### src/rtl/imh_consts.vh
`ifndef IMH_CONSTS_VH
`define IMH_CONSTS_VH

// ==========================================================
// Message address and type codes
`define IMH_MSG_ADDR     32'hff000010
`define IMH_T_NOTICE     8'h90
`define IMH_T_CONTINIT   8'h92
`define IMH_T_FLUSHLR    8'h84

// ==========================================================
// Message layout: type in word 0 low byte, field 3 is word 1
`define IMH_TYPE_MSB     7
`define IMH_TYPE_LSB     0

// ==========================================================
// Control block notice field
`define IMH_NOTICE_OFS   32'h00000010
`define IMH_EVF_MASK     32'h000000ff

// ==========================================================
// Processor states as seen by the handler
`define IMH_PS_EXEC      2'h0
`define IMH_PS_INTR      2'h1
`define IMH_PS_IDLE      2'h2
`define IMH_PS_STOP      2'h3

// ==========================================================
// Register cache geometry and stack page size
`define IMH_SETS         4
`define IMH_SET_W        2
`define IMH_WORDS        16
`define IMH_IDX_W        4
`define IMH_LAST_SET     2'h3
`define IMH_LAST_WORD    4'hf
`define IMH_PAGE_LSB     12

`endif

### src/rtl/imh_handler.v
`include "imh_consts.vh"
`default_nettype none

module imh_handler (
  input  wire        sys_clk,       // clock, 10 MHz
  input  wire        rstn,          // async reset, active low
  input  wire        qmove_valid,   // quad move presented
  input  wire [31:0] qmove_addr,    // quad move destination
  input  wire [31:0] qmove_w0,      // message word 0
  input  wire [31:0] qmove_w1,      // message word 1 (field 3)
  input  wire [31:0] qmove_w2,      // message word 2
  input  wire [31:0] qmove_w3,      // message word 3
  input  wire [31:0] cur_pcb_sel,   // selector of current block
  input  wire [31:0] cur_pcb_base,  // memory base of that block
  input  wire [1:0]  proc_state,    // processor state
  input  wire        is_init_proc,  // this is the initializer
  input  wire        call_valid,    // frame allocated to a set
  input  wire [1:0]  call_set,      // set given to the new frame
  input  wire [31:0] call_fp,       // frame address
  input  wire        ret_valid,     // return into a set
  input  wire [1:0]  ret_set,       // set of the frame returned to
  input  wire        lr_we,         // core register write
  input  wire [5:0]  lr_waddr,      // {set, index}
  input  wire [31:0] lr_wdata,      // core write data
  input  wire [5:0]  lr_raddr,      // {set, index}
  output wire [31:0] lr_rdata,      // cache read data, registered
  input  wire        mem_ack,       // memory cycle done, pulse
  input  wire [31:0] mem_rdata,     // memory read data
  output reg         mem_req,       // memory request, held
  output reg         mem_we,        // memory write
  output reg  [31:0] mem_addr,      // memory address
  output reg  [31:0] mem_wdata,     // memory write data
  output reg         msg_ready,     // handler can take work
  output reg         irq_hold,      // interrupt pins ignored
  output reg         event_fault,   // event-notice fault, pulse
  output reg         go_idle,       // enter idle state, pulse
  output reg         go_stopped,    // enter stopped state, pulse
  output reg         start_init,    // run init from ROM, pulse
  output reg  [3:0]  set_purged     // per-set purged flags
);

  // ========================================================
  // States
  localparam [3:0] ST_IDLE   = 4'h0;
  localparam [3:0] ST_NC_RD  = 4'h1;
  localparam [3:0] ST_NC_WR  = 4'h2;
  localparam [3:0] ST_FL_RD  = 4'h3;
  localparam [3:0] ST_FL_DAT = 4'h4;
  localparam [3:0] ST_FL_WR  = 4'h5;
  localparam [3:0] ST_FL_MRK = 4'h6;
  localparam [3:0] ST_RL     = 4'h7;
  localparam [3:0] ST_DONE   = 4'h8;

  // ========================================================
  // Helpers
  function [31:0] word_addr;
    input [31:0] base;
    input [3:0]  idx;
    begin
      word_addr = base + {{26{1'b0}}, idx, 2'b00};
    end
  endfunction

  function same_page;
    input [31:0] a;
    input [31:0] b;
    begin
      same_page = (a[31:`IMH_PAGE_LSB] == b[31:`IMH_PAGE_LSB]);
    end
  endfunction

  // ========================================================
  // State
  reg [3:0]  state;
  reg [31:0] set_fp [0:3];
  reg [3:0]  set_valid;
  reg [1:0]  active_set;
  reg [1:0]  set_cnt;
  reg [3:0]  word_cnt;
  reg        page_hit;
  reg        c_we;
  reg [5:0]  c_waddr;
  reg [31:0] c_wdata;
  reg [5:0]  c_raddr;
  integer    i;
  integer    j;

  wire [7:0] msg_type = qmove_w0[`IMH_TYPE_MSB:`IMH_TYPE_LSB];
  wire       msg_in   = qmove_valid &&
                        (qmove_addr == `IMH_MSG_ADDR);
  wire       sel_ok   = (qmove_w1 == 32'h00000000) ||
                        (qmove_w1 == cur_pcb_sel);
  wire       no_flush = (proc_state == `IMH_PS_IDLE) ||
                        (proc_state == `IMH_PS_STOP);
  wire       last_wd  = (word_cnt == `IMH_LAST_WORD);
  wire [1:0] nxt_set  = set_cnt + 2'h1;

  // Any valid set whose frame lies in the named page
  always @* begin
    page_hit = 1'b0;
    for (j = 0; j < `IMH_SETS; j = j + 1) begin
      if (set_valid[j] && same_page(set_fp[j], qmove_w1)) begin
        page_hit = 1'b1;
      end
    end
  end

  // ========================================================
  // Cache port steering; core writes only while idle
  always @* begin
    c_we    = 1'b0;
    c_waddr = lr_waddr;
    c_wdata = lr_wdata;
    c_raddr = lr_raddr;
    if (state == ST_RL) begin
      c_we    = mem_req && mem_ack;
      c_waddr = {set_cnt, word_cnt};
      c_wdata = mem_rdata;
    end else if (state == ST_IDLE) begin
      c_we    = lr_we;
    end
    if (state == ST_FL_RD) begin
      c_raddr = {set_cnt, word_cnt};
    end
  end

  imh_regcache u_cache (
    .sys_clk (sys_clk),
    .we      (c_we),
    .waddr   (c_waddr),
    .wdata   (c_wdata),
    .raddr   (c_raddr),
    .rdata   (lr_rdata)
  );

  // ========================================================
  // Message sequencer
  always @(posedge sys_clk or negedge rstn) begin
    if (!rstn) begin
      state       <= ST_IDLE;
      set_valid   <= 4'h0;
      set_purged  <= 4'h0;
      active_set  <= 2'h0;
      set_cnt     <= 2'h0;
      word_cnt    <= 4'h0;
      mem_req     <= 1'b0;
      mem_we      <= 1'b0;
      mem_addr    <= 32'h00000000;
      mem_wdata   <= 32'h00000000;
      msg_ready   <= 1'b1;
      irq_hold    <= 1'b0;
      event_fault <= 1'b0;
      go_idle     <= 1'b0;
      go_stopped  <= 1'b0;
      start_init  <= 1'b0;
      for (i = 0; i < `IMH_SETS; i = i + 1) begin
        set_fp[i] <= 32'h00000000;
      end
    end else begin
      event_fault <= 1'b0;
      go_idle     <= 1'b0;
      go_stopped  <= 1'b0;
      start_init  <= 1'b0;
      case (state)
        ST_IDLE: begin
          if (msg_in) begin
            // Hold off new work and pins until done
            msg_ready <= 1'b0;
            irq_hold  <= 1'b1;
            state     <= ST_DONE;
            case (msg_type)
              `IMH_T_NOTICE: begin
                if (sel_ok && proc_state != `IMH_PS_INTR) begin
                  state <= ST_NC_RD;
                end
              end
              `IMH_T_CONTINIT: begin
                if (is_init_proc) begin
                  go_idle    <= 1'b1;
                  start_init <= 1'b1;
                end else begin
                  go_stopped <= 1'b1;
                end
              end
              `IMH_T_FLUSHLR: begin
                if (page_hit && !no_flush) begin
                  set_cnt  <= 2'h0;
                  word_cnt <= 4'h0;
                  state    <= ST_FL_RD;
                end
              end
              default: begin
                state <= ST_DONE;
              end
            endcase
          end else if (ret_valid) begin
            active_set <= ret_set;
            if (set_purged[ret_set]) begin
              msg_ready <= 1'b0;
              set_cnt   <= ret_set;
              word_cnt  <= 4'h0;
              state     <= ST_RL;
            end
          end else if (call_valid) begin
            set_fp[call_set]     <= call_fp;
            set_valid[call_set]  <= 1'b1;
            set_purged[call_set] <= 1'b0;
            active_set           <= call_set;
          end
        end

        // Uncached read of the notice field
        ST_NC_RD: begin
          if (!mem_req) begin
            mem_req  <= 1'b1;
            mem_we   <= 1'b0;
            mem_addr <= cur_pcb_base + `IMH_NOTICE_OFS;
          end else if (mem_ack) begin
            mem_req <= 1'b0;
            if ((mem_rdata & `IMH_EVF_MASK) != 32'h00000000) begin
              mem_wdata <= mem_rdata & ~`IMH_EVF_MASK;
              state     <= ST_NC_WR;
            end else begin
              state <= ST_DONE;
            end
          end
        end

        // Fault only once the cleared flags are in memory
        ST_NC_WR: begin
          if (!mem_req) begin
            mem_req <= 1'b1;
            mem_we  <= 1'b1;
          end else if (mem_ack) begin
            mem_req     <= 1'b0;
            mem_we      <= 1'b0;
            event_fault <= 1'b1;
            state       <= ST_DONE;
          end
        end

        // Cache read issued; empty sets have no frame to write
        ST_FL_RD: begin
          if (set_valid[set_cnt]) begin
            state <= ST_FL_DAT;
          end else if (set_cnt == `IMH_LAST_SET) begin
            state <= ST_FL_MRK;
          end else begin
            set_cnt <= nxt_set;
          end
        end

        ST_FL_DAT: begin
          mem_wdata <= lr_rdata;
          mem_addr  <= word_addr(set_fp[set_cnt], word_cnt);
          mem_req   <= 1'b1;
          mem_we    <= 1'b1;
          state     <= ST_FL_WR;
        end

        ST_FL_WR: begin
          if (mem_ack) begin
            mem_req  <= 1'b0;
            mem_we   <= 1'b0;
            word_cnt <= word_cnt + 4'h1;
            state    <= ST_FL_RD;
            if (last_wd) begin
              if (set_cnt == `IMH_LAST_SET) begin
                state <= ST_FL_MRK;
              end else begin
                set_cnt <= nxt_set;
              end
            end
          end
        end

        // Active frame keeps its live registers
        ST_FL_MRK: begin
          for (i = 0; i < `IMH_SETS; i = i + 1) begin
            set_purged[i] <= set_valid[i] &&
                             (active_set != i[1:0]);
          end
          state <= ST_DONE;
        end

        // Refill a purged set, one word per bus cycle
        ST_RL: begin
          if (!mem_req) begin
            mem_req  <= 1'b1;
            mem_we   <= 1'b0;
            mem_addr <= word_addr(set_fp[set_cnt], word_cnt);
          end else if (mem_ack) begin
            mem_req  <= 1'b0;
            word_cnt <= word_cnt + 4'h1;
            if (last_wd) begin
              set_purged[set_cnt] <= 1'b0;
              state               <= ST_DONE;
            end
          end
        end

        ST_DONE: begin
          msg_ready <= 1'b1;
          irq_hold  <= 1'b0;
          state     <= ST_IDLE;
        end

        default: begin
          state <= ST_IDLE;
        end
      endcase
    end
  end

endmodule

`default_nettype wire

### src/rtl/imh_regcache.v
`default_nettype none

// ==========================================================
// Local register cache storage, registered read
module imh_regcache (
  input  wire        sys_clk,  // clock
  input  wire        we,       // write strobe
  input  wire [5:0]  waddr,    // {set, index}
  input  wire [31:0] wdata,    // write data
  input  wire [5:0]  raddr,    // {set, index}
  output reg  [31:0] rdata     // data one cycle after raddr
);

  reg [31:0] mem [0:63];

  // No reset on storage; contents are defined by use
  always @(posedge sys_clk) begin
    if (we) begin
      mem[waddr] <= wdata;
    end
    rdata <= mem[raddr];
  end

endmodule

`default_nettype wire

### config.mk
export PLATFORM = sky130hd
export DESIGN_NAME = imh_handler
export DESIGN_NICKNAME = d
export VERILOG_FILES = /design/src/rtl/imh_handler.v /design/src/rtl/imh_regcache.v
export VERILOG_INCLUDE_DIRS = /design/src /design/src/rtl
export SDC_FILE = /design/constraint.sdc
export NUM_CORES = 2
export LEC_CHECK = 0
export BUFFER_PORTS_ARGS = -buffer_cell sky130_fd_sc_hd__buf_4
export CAP_MARGIN = 5
export CORE_ASPECT_RATIO = 0.6
export CORE_MARGIN = 2
export CORE_UTILIZATION = 50
export DETAILED_ROUTE_END_ITERATION = 12
export GPL_ROUTABILITY_DRIVEN = 0
export PLACE_DENSITY_LB_ADDON = 0.1
export SYNTH_ARGS = -nofsm -noshare
export SYNTH_HDL_FRONTEND = slang
export SYNTH_HIERARCHICAL = 1
export SYNTH_SLANG_ARGS = --single-unit
### constraint.sdc
create_clock -name sys_clk -period 8.6 [get_ports sys_clk]
set_input_delay 1.29 -clock sys_clk [delete_from_list [all_inputs] [get_ports sys_clk]]
set_output_delay 1.29 -clock sys_clk [all_outputs]
set_load 0.005 [all_outputs]
# [Yosys cells after proc, flatten, opt, wreduce, memory -nomap -nowiden]
# Memories as Yosys holds them, arrays and structs flattened. A register that Yosys moved wholly into a read port is not among the register bits.
# Cells that the tools add are included.
[totals] regBits=219 ramBits=2048 inputBits=346 output_inout_bits=108 word_cells=238 n_memories=1
[classes] n_addsub=4 n_lt_le_gt_ge=8 eq_ne=48 n_mux=104 n_bitwise=9 reduce_logical=45
[mem_list] name="u_cache.mem" words=64 width=32 rd=1 rd_clocked_by_memory_dff=1 wr=1 line_no="imh_regcache.v:14" rtl="reg [31:0] mem [0:63];"
[op_table] op="32-bit 2-to-1 mux" n=9
[op_table] op="128-bit bitwise mux" n=1
[op_table] op="4-bit 2-to-1 mux" n=29
[op_table] op="32-bit case mux with 3 select lines" n=1
[op_table] op="20-bit == test" n=4
[op_table] op="32-bit binary-select mux with 2-bit select" n=1
[op_table] op="32-bit demux with 2-bit select" n=1
[op_table] op="32-bit case mux with 2 select lines" n=1
[op_table] op="2-bit != test (second input constant)" n=20
[op_table] op="1-bit 2-to-1 mux" n=33
[op_table] op="32-bit by 5-bit adder with 32-bit output (second input constant)" n=1
[op_table] op="32-bit by 6-bit adder with 32-bit output" n=1
[op_table] op="32-bit == test" n=1
[op_table] op="32-bit == test (second input constant)" n=1
[op_table] op="32-bit zero test" n=1
[op_table] op="4-bit case mux with 8 select lines" n=1
[op_table] op="32-bit nonzero test" n=1
[op_table] op="8-bit == test (second input constant)" n=3
[op_table] op="4-bit case mux with 3 select lines" n=2
[op_table] op="2-bit 2-to-1 mux" n=11
[op_table] op="4-bit by 3-bit == test with 1-bit output (second input constant)" n=4
[op_table] op="1-bit logical AND" n=15
[op_table] op="3-bit nonzero test" n=5
[op_table] op="6-bit 2-to-1 mux" n=2
[op_table] op="other kinds (41)" n=69

# [Longest topological paths before layout]
[depth] depth_word=11 mapped_depth=16 ltp_nobuf=12

# [Modules after synthesis]
# The synthesis kept the hierarchy.
[modules_own_cells] mod="imh_regcache" n_inst=1 cells_each=3511 area_each_um2=79039.6 seq_area_each_um2=62139.6
[modules_own_cells] mod="imh_handler" n_inst=1 cells_each=1210 area_each_um2=13205.2 seq_area_each_um2=5481.5

# [Worst setup path before layout]
# No wires, ideal clock.
[synth_path] path_type="reg-to-reg" startpoint="register state[3]" endpoint="memory u_cache.mem[28][0] (enable)" setup_time_ns=0.421 arrival_time_ns=4.096 required_time_ns=8.179 setup_slack_ns=4.083 path_stages_with_launch=11 path_buffers=4 synth_period_minus_slack_ns=4.517 path_cell_list="dfrtp_1 -> clkbuf_1 -> nor2b_1 -> nand3_1 -> clkbuf_1 -> mux2_2 -> clkbuf_1 -> or3b_2 -> or2_2 -> clkbuf_1 -> nor2_1"
[synth_between] elab_cells_between_ends=7 classes_between="1 x eq/ne; 5 x mux; 1 x reduce/logical"
[synth_rtl] item="start: declaration" line_no="imh_handler.v:74" rtl="reg [3:0] state;"
[synth_rtl] item="start signal: assignment" line_no="imh_handler.v:140" rtl="state <= ST_IDLE;"
[synth_rtl] item="start signal: assignment" line_no="imh_handler.v:170" rtl="state <= ST_DONE;"
[synth_rtl] item="start signal: assignment" line_no="imh_handler.v:174" rtl="state <= ST_NC_RD;"
[synth_rtl] item="4-bit by 3-bit == test with 1-bit output" line_no="imh_handler.v:115" rtl="if (state == ST_RL) begin"
[synth_rtl] item="6-bit 2-to-1 mux" line_no="imh_handler.v:115"
[synth_rtl] item="named net c_waddr[2]" line_no="imh_handler.v:82" rtl="reg [5:0] c_waddr;"
[synth_rtl] item="end: declaration" line_no="imh_regcache.v:14"
# The timed path passes the listed nets, and every way through them passes these cells.

# [Worst setup path in the final report]
[layout_path] startpoint="register state[2]" endpoint="memory u_cache.mem[42][16] (enable)"
# The elaborated chain is that of the path after synthesis.

==> impl_metrics.json <==
{
  "crit_chain": "nor2b_1 -> nand3_4 -> o21ai_1 -> buf_4 -> nand4b_1 -> nor2_4 -> buf_4",
  "drtIter0Drc": 7331,
  "synth_edf_count": 2048,
  "ctsResizeCount": 0,
  "end_kind": "flop",
  "die_w_um": 559,
  "synth.area.top_cells": "edfxtp_1 67%, mux4_2 12%, dfrtp_1 5.9%, mux2i_1 2.4%, mux2_2 2.1%",
  "final_antenna_net_count": 0,
  "ys_seq_elements": 2299,
  "nFillCells": 13677,
  "dp_cells": 7442,
  "syn_area_per_cell_um2": 19.5,
  "tns_ns": 0,
  "grt_overflow": 0,
  "ctsHoldBuffers": 0,
  "crit_path_top_delay_cell": "nor2_4",
  "portBuffers": 365,
  "cts_buffers": 212,
  "die_h_um": 337,
  "antenna_found_initial": 17,
  "hold_class": "in -> async",
  "p_leak_nw": 35.0,
  "cp.required_ns": 9.13,
  "viasPerCell": 6.33,
  "drc": 0,
  "syn_area_mm2": 0.0922,
  "io_pins": 454,
  "routed_wl_um": 263000,
  "clkTransAtPathRegs_ns": 0.07,
  "cap_violations": 0,
  "cp-start-kind": "flop",
  "finalSetupViolCount": 0,
  "crit_buf_inv": 2,
  "grt_max_degree": 152,
  "route.vias.total": 49557,
  "synth_nets": 5078,
  "arrival_ns": 6.32,
  "clock_latency_ns": 0.86,
  "synth_top_area_share_pct": 66.7,
  "drive_above_1_share_pct": 29.3,
  "htreeDepth": 4,
  "cpMostUsedCell": "buf_4",
  "crit_family": "simple AND/OR/NAND/NOR gates",
  "drv_slew": 0,
  "fin_crit_sh_pct": 67.3,
  "cts_tree": "built",
  "synth_ff_type": "edfxtp_1",
  "status": "complete, no violations",
  "grt_usage_pct": 28.0,
  "fmax_mhz": 173,
  "crit_type": "reg -> reg",
  "ys_types": 83,
  "setup_slack_ns": 2.81,
  "initial_core_util_pct": 50.2,
  "syn_to_final_growth_pct": 14.1,
  "finalHoldViolations": 0,
  "ys_async_sr_fraction_pct": 9.53,
  "tightest_slew_ns": 1.19,
  "yosysTopAreaCell": "edfxtp_1",
  "min_period_ns": 5.79,
  "grt_pass1_vias": 46982,
  "cts_root_buffer": "clkbuf_16",
  "drt-wirelength-per-cell_um": 33.6,
  "fin_cells": 7831,
  "core_area_mm2": 0.184,
  "layout.nets": 5533,
  "rsz0062_at_grt": "no",
  "rows": 122,
  "critical_path_depth": 7,
  "power_density_mw_per_mm2": 281,
  "dp_hpwl_um": 158000,
  "yosysSeqAreaShare_pct": 73.3,
  "synth_cells": 4721,
  "finClkSkew_ns": 0.0396,
  "post-cts-setup-buffer-count": 0,
  "dr.pass1.iters": 6,
  "cp_slowest_stage_delay_ns": 1.13,
  "dp_slack_ns": 2.80,
  "irDropWorstVdd_mv": 0.204,
  "clkSinkCount": 2299,
  "grt_pass1_wl_um": 367000,
  "clockBufferDepth": 4,
  "crit_fanout": 45,
  "yosys_warnings": 6,
  "reg2reg_depth": 7,
  "slew_headroom_pct": 19.9,
  "die_area_mm2": 0.188
}
-- Yosys cell counts, types with 54 or more instances --
cell	instances
edfxtp_1	2048
mux4_2	478
mux2i_1	220
dfrtp_1	218
mux2_2	170
nand2_1	144
nor2_1	136
a22oi_1	129
clkbuf_1	121
xor2_1	112
o21ai_0	105
buf_2	70
nand3_1	62
a21oi_1	60
xnor2_1	54
-- power by group --
group | internal [mW] | switching, mW
clock | 5.36 | 4.09
sequential | 13.0 | 0.521
combinational | 2.64 | 4.06
total | 21.0 | 8.66
-- cell usage in the layout, fill, tap and decap left out, types with 25 or more instances in the layout --
cell       count
o22ai_1       47
clkinv_2      28
clkbuf_1      46
mux4_2       478
nor2_1        68
nand3_1       61
buf_4        505
nor2_4        66
mux2i_1      220
dfxtp_1       32
nand4_1       26
a211oi_1      28
o21ai_0      101
xnor2_1       54
edfxtp_1    2048
o221ai_1      25
dfrtp_1      216
a22oi_1      129
clkbuf_16    213
clkinv_1      45
a21oi_1       60
nand2_1      144
mux2_2       166
xor2_1       112
nor4_1        37
-- area by class of cell --
type / count / area (um^2) / area share, %
antenna: 10 / 25.0 / 0.0238
inverter: 21 / 78.8 / 0.0749
sequential: 2299 / 67600 / 64.2
multi-input combinational: 2123 / 23600 / 22.4
clock inverter: 108 / 1140 / 1.08
clock buffer: 271 / 5670 / 5.38
timing repair buffer: 519 / 4070 / 3.86
tap: 2480 / 3100 / 2.95
-- path summary, 6_finish.rpt --
kind	startpoint	endpoint	slack [ns]
min reg2reg	mem_addr[0]	mem_addr[0]	0.48
max	state[2]	u_cache/mem[42][16]	2.81
max in group asynchronous	rstn	set_cnt[0]	6.74
min	rstn	mem_wdata[20]	0.41
max reg2reg	state[2]	u_cache/mem[42][16]	2.81
min in group sys_clk	mem_addr[0]	mem_addr[0]	0.48
-- layer usage --
| layer | track usage (%) | share of wire, % | up-vias |
|---|---|---|---|
| met2 | 37.2 | 41 | 2643 |
| met4 | 4.95 | 1.5 | 4 |
| met1 | 46.3 | 45 | 26411 |
| met5 | 0 | 0.0068 | - |
| met3 | 7.32 | 12 | 259 |
| li1 | - | - | 20240 |
-- state kept, by name, indices dropped and copies added, names as in the netlist --
register / flops
state: 4
mem_addr: 32
same_page.a: 32
mem_wdata: 32
irq_hold: 1
mem_we: 1
set_cnt: 2
set_valid: 4
word_cnt: 4
event_fault: 1
set_fp: 96
active_set: 2
mem_req: 1
u_cache/rdata: 32
set_purged: 4
msg_ready: 1
start_init: 1
go_stopped: 1
u_cache/mem: 2048
-- per-stage QoR --
stage / hold WS, ns / cell area (um^2) / util [%] / power [mW]
after CTS: 0.403 / 105000 / 57.3 / 29.7
after global routing: 0.443 / 105000 / 57.3 / 30.7
after global placement: 0.464 / 98400 / 53.6 / 20.3
after detailed placement: 0.471 / 98400 / 53.6 / 20.4
after floorplan: 0.468 / 92200 / - / 17.5
final: 0.413 / 105000 / 57.3 / 29.6
-- kinds of logic after synthesis --
| family | after synthesis | synth area share [%] |
|---|---|---|
| muxes | 870 | 16.2 |
| DFF | 2299 | 73.3 |
| buffers and inverters | 299 | 1.83 |
| adders and majority gates | 11 | 0.157 |
| xor gates and xnor gates | 166 | 1.58 |
| AOI/OAI and AO/OA | 529 | 3.96 |
| and+or+nand+nor | 547 | 2.98 |
(Power assumes the default switching activity.)
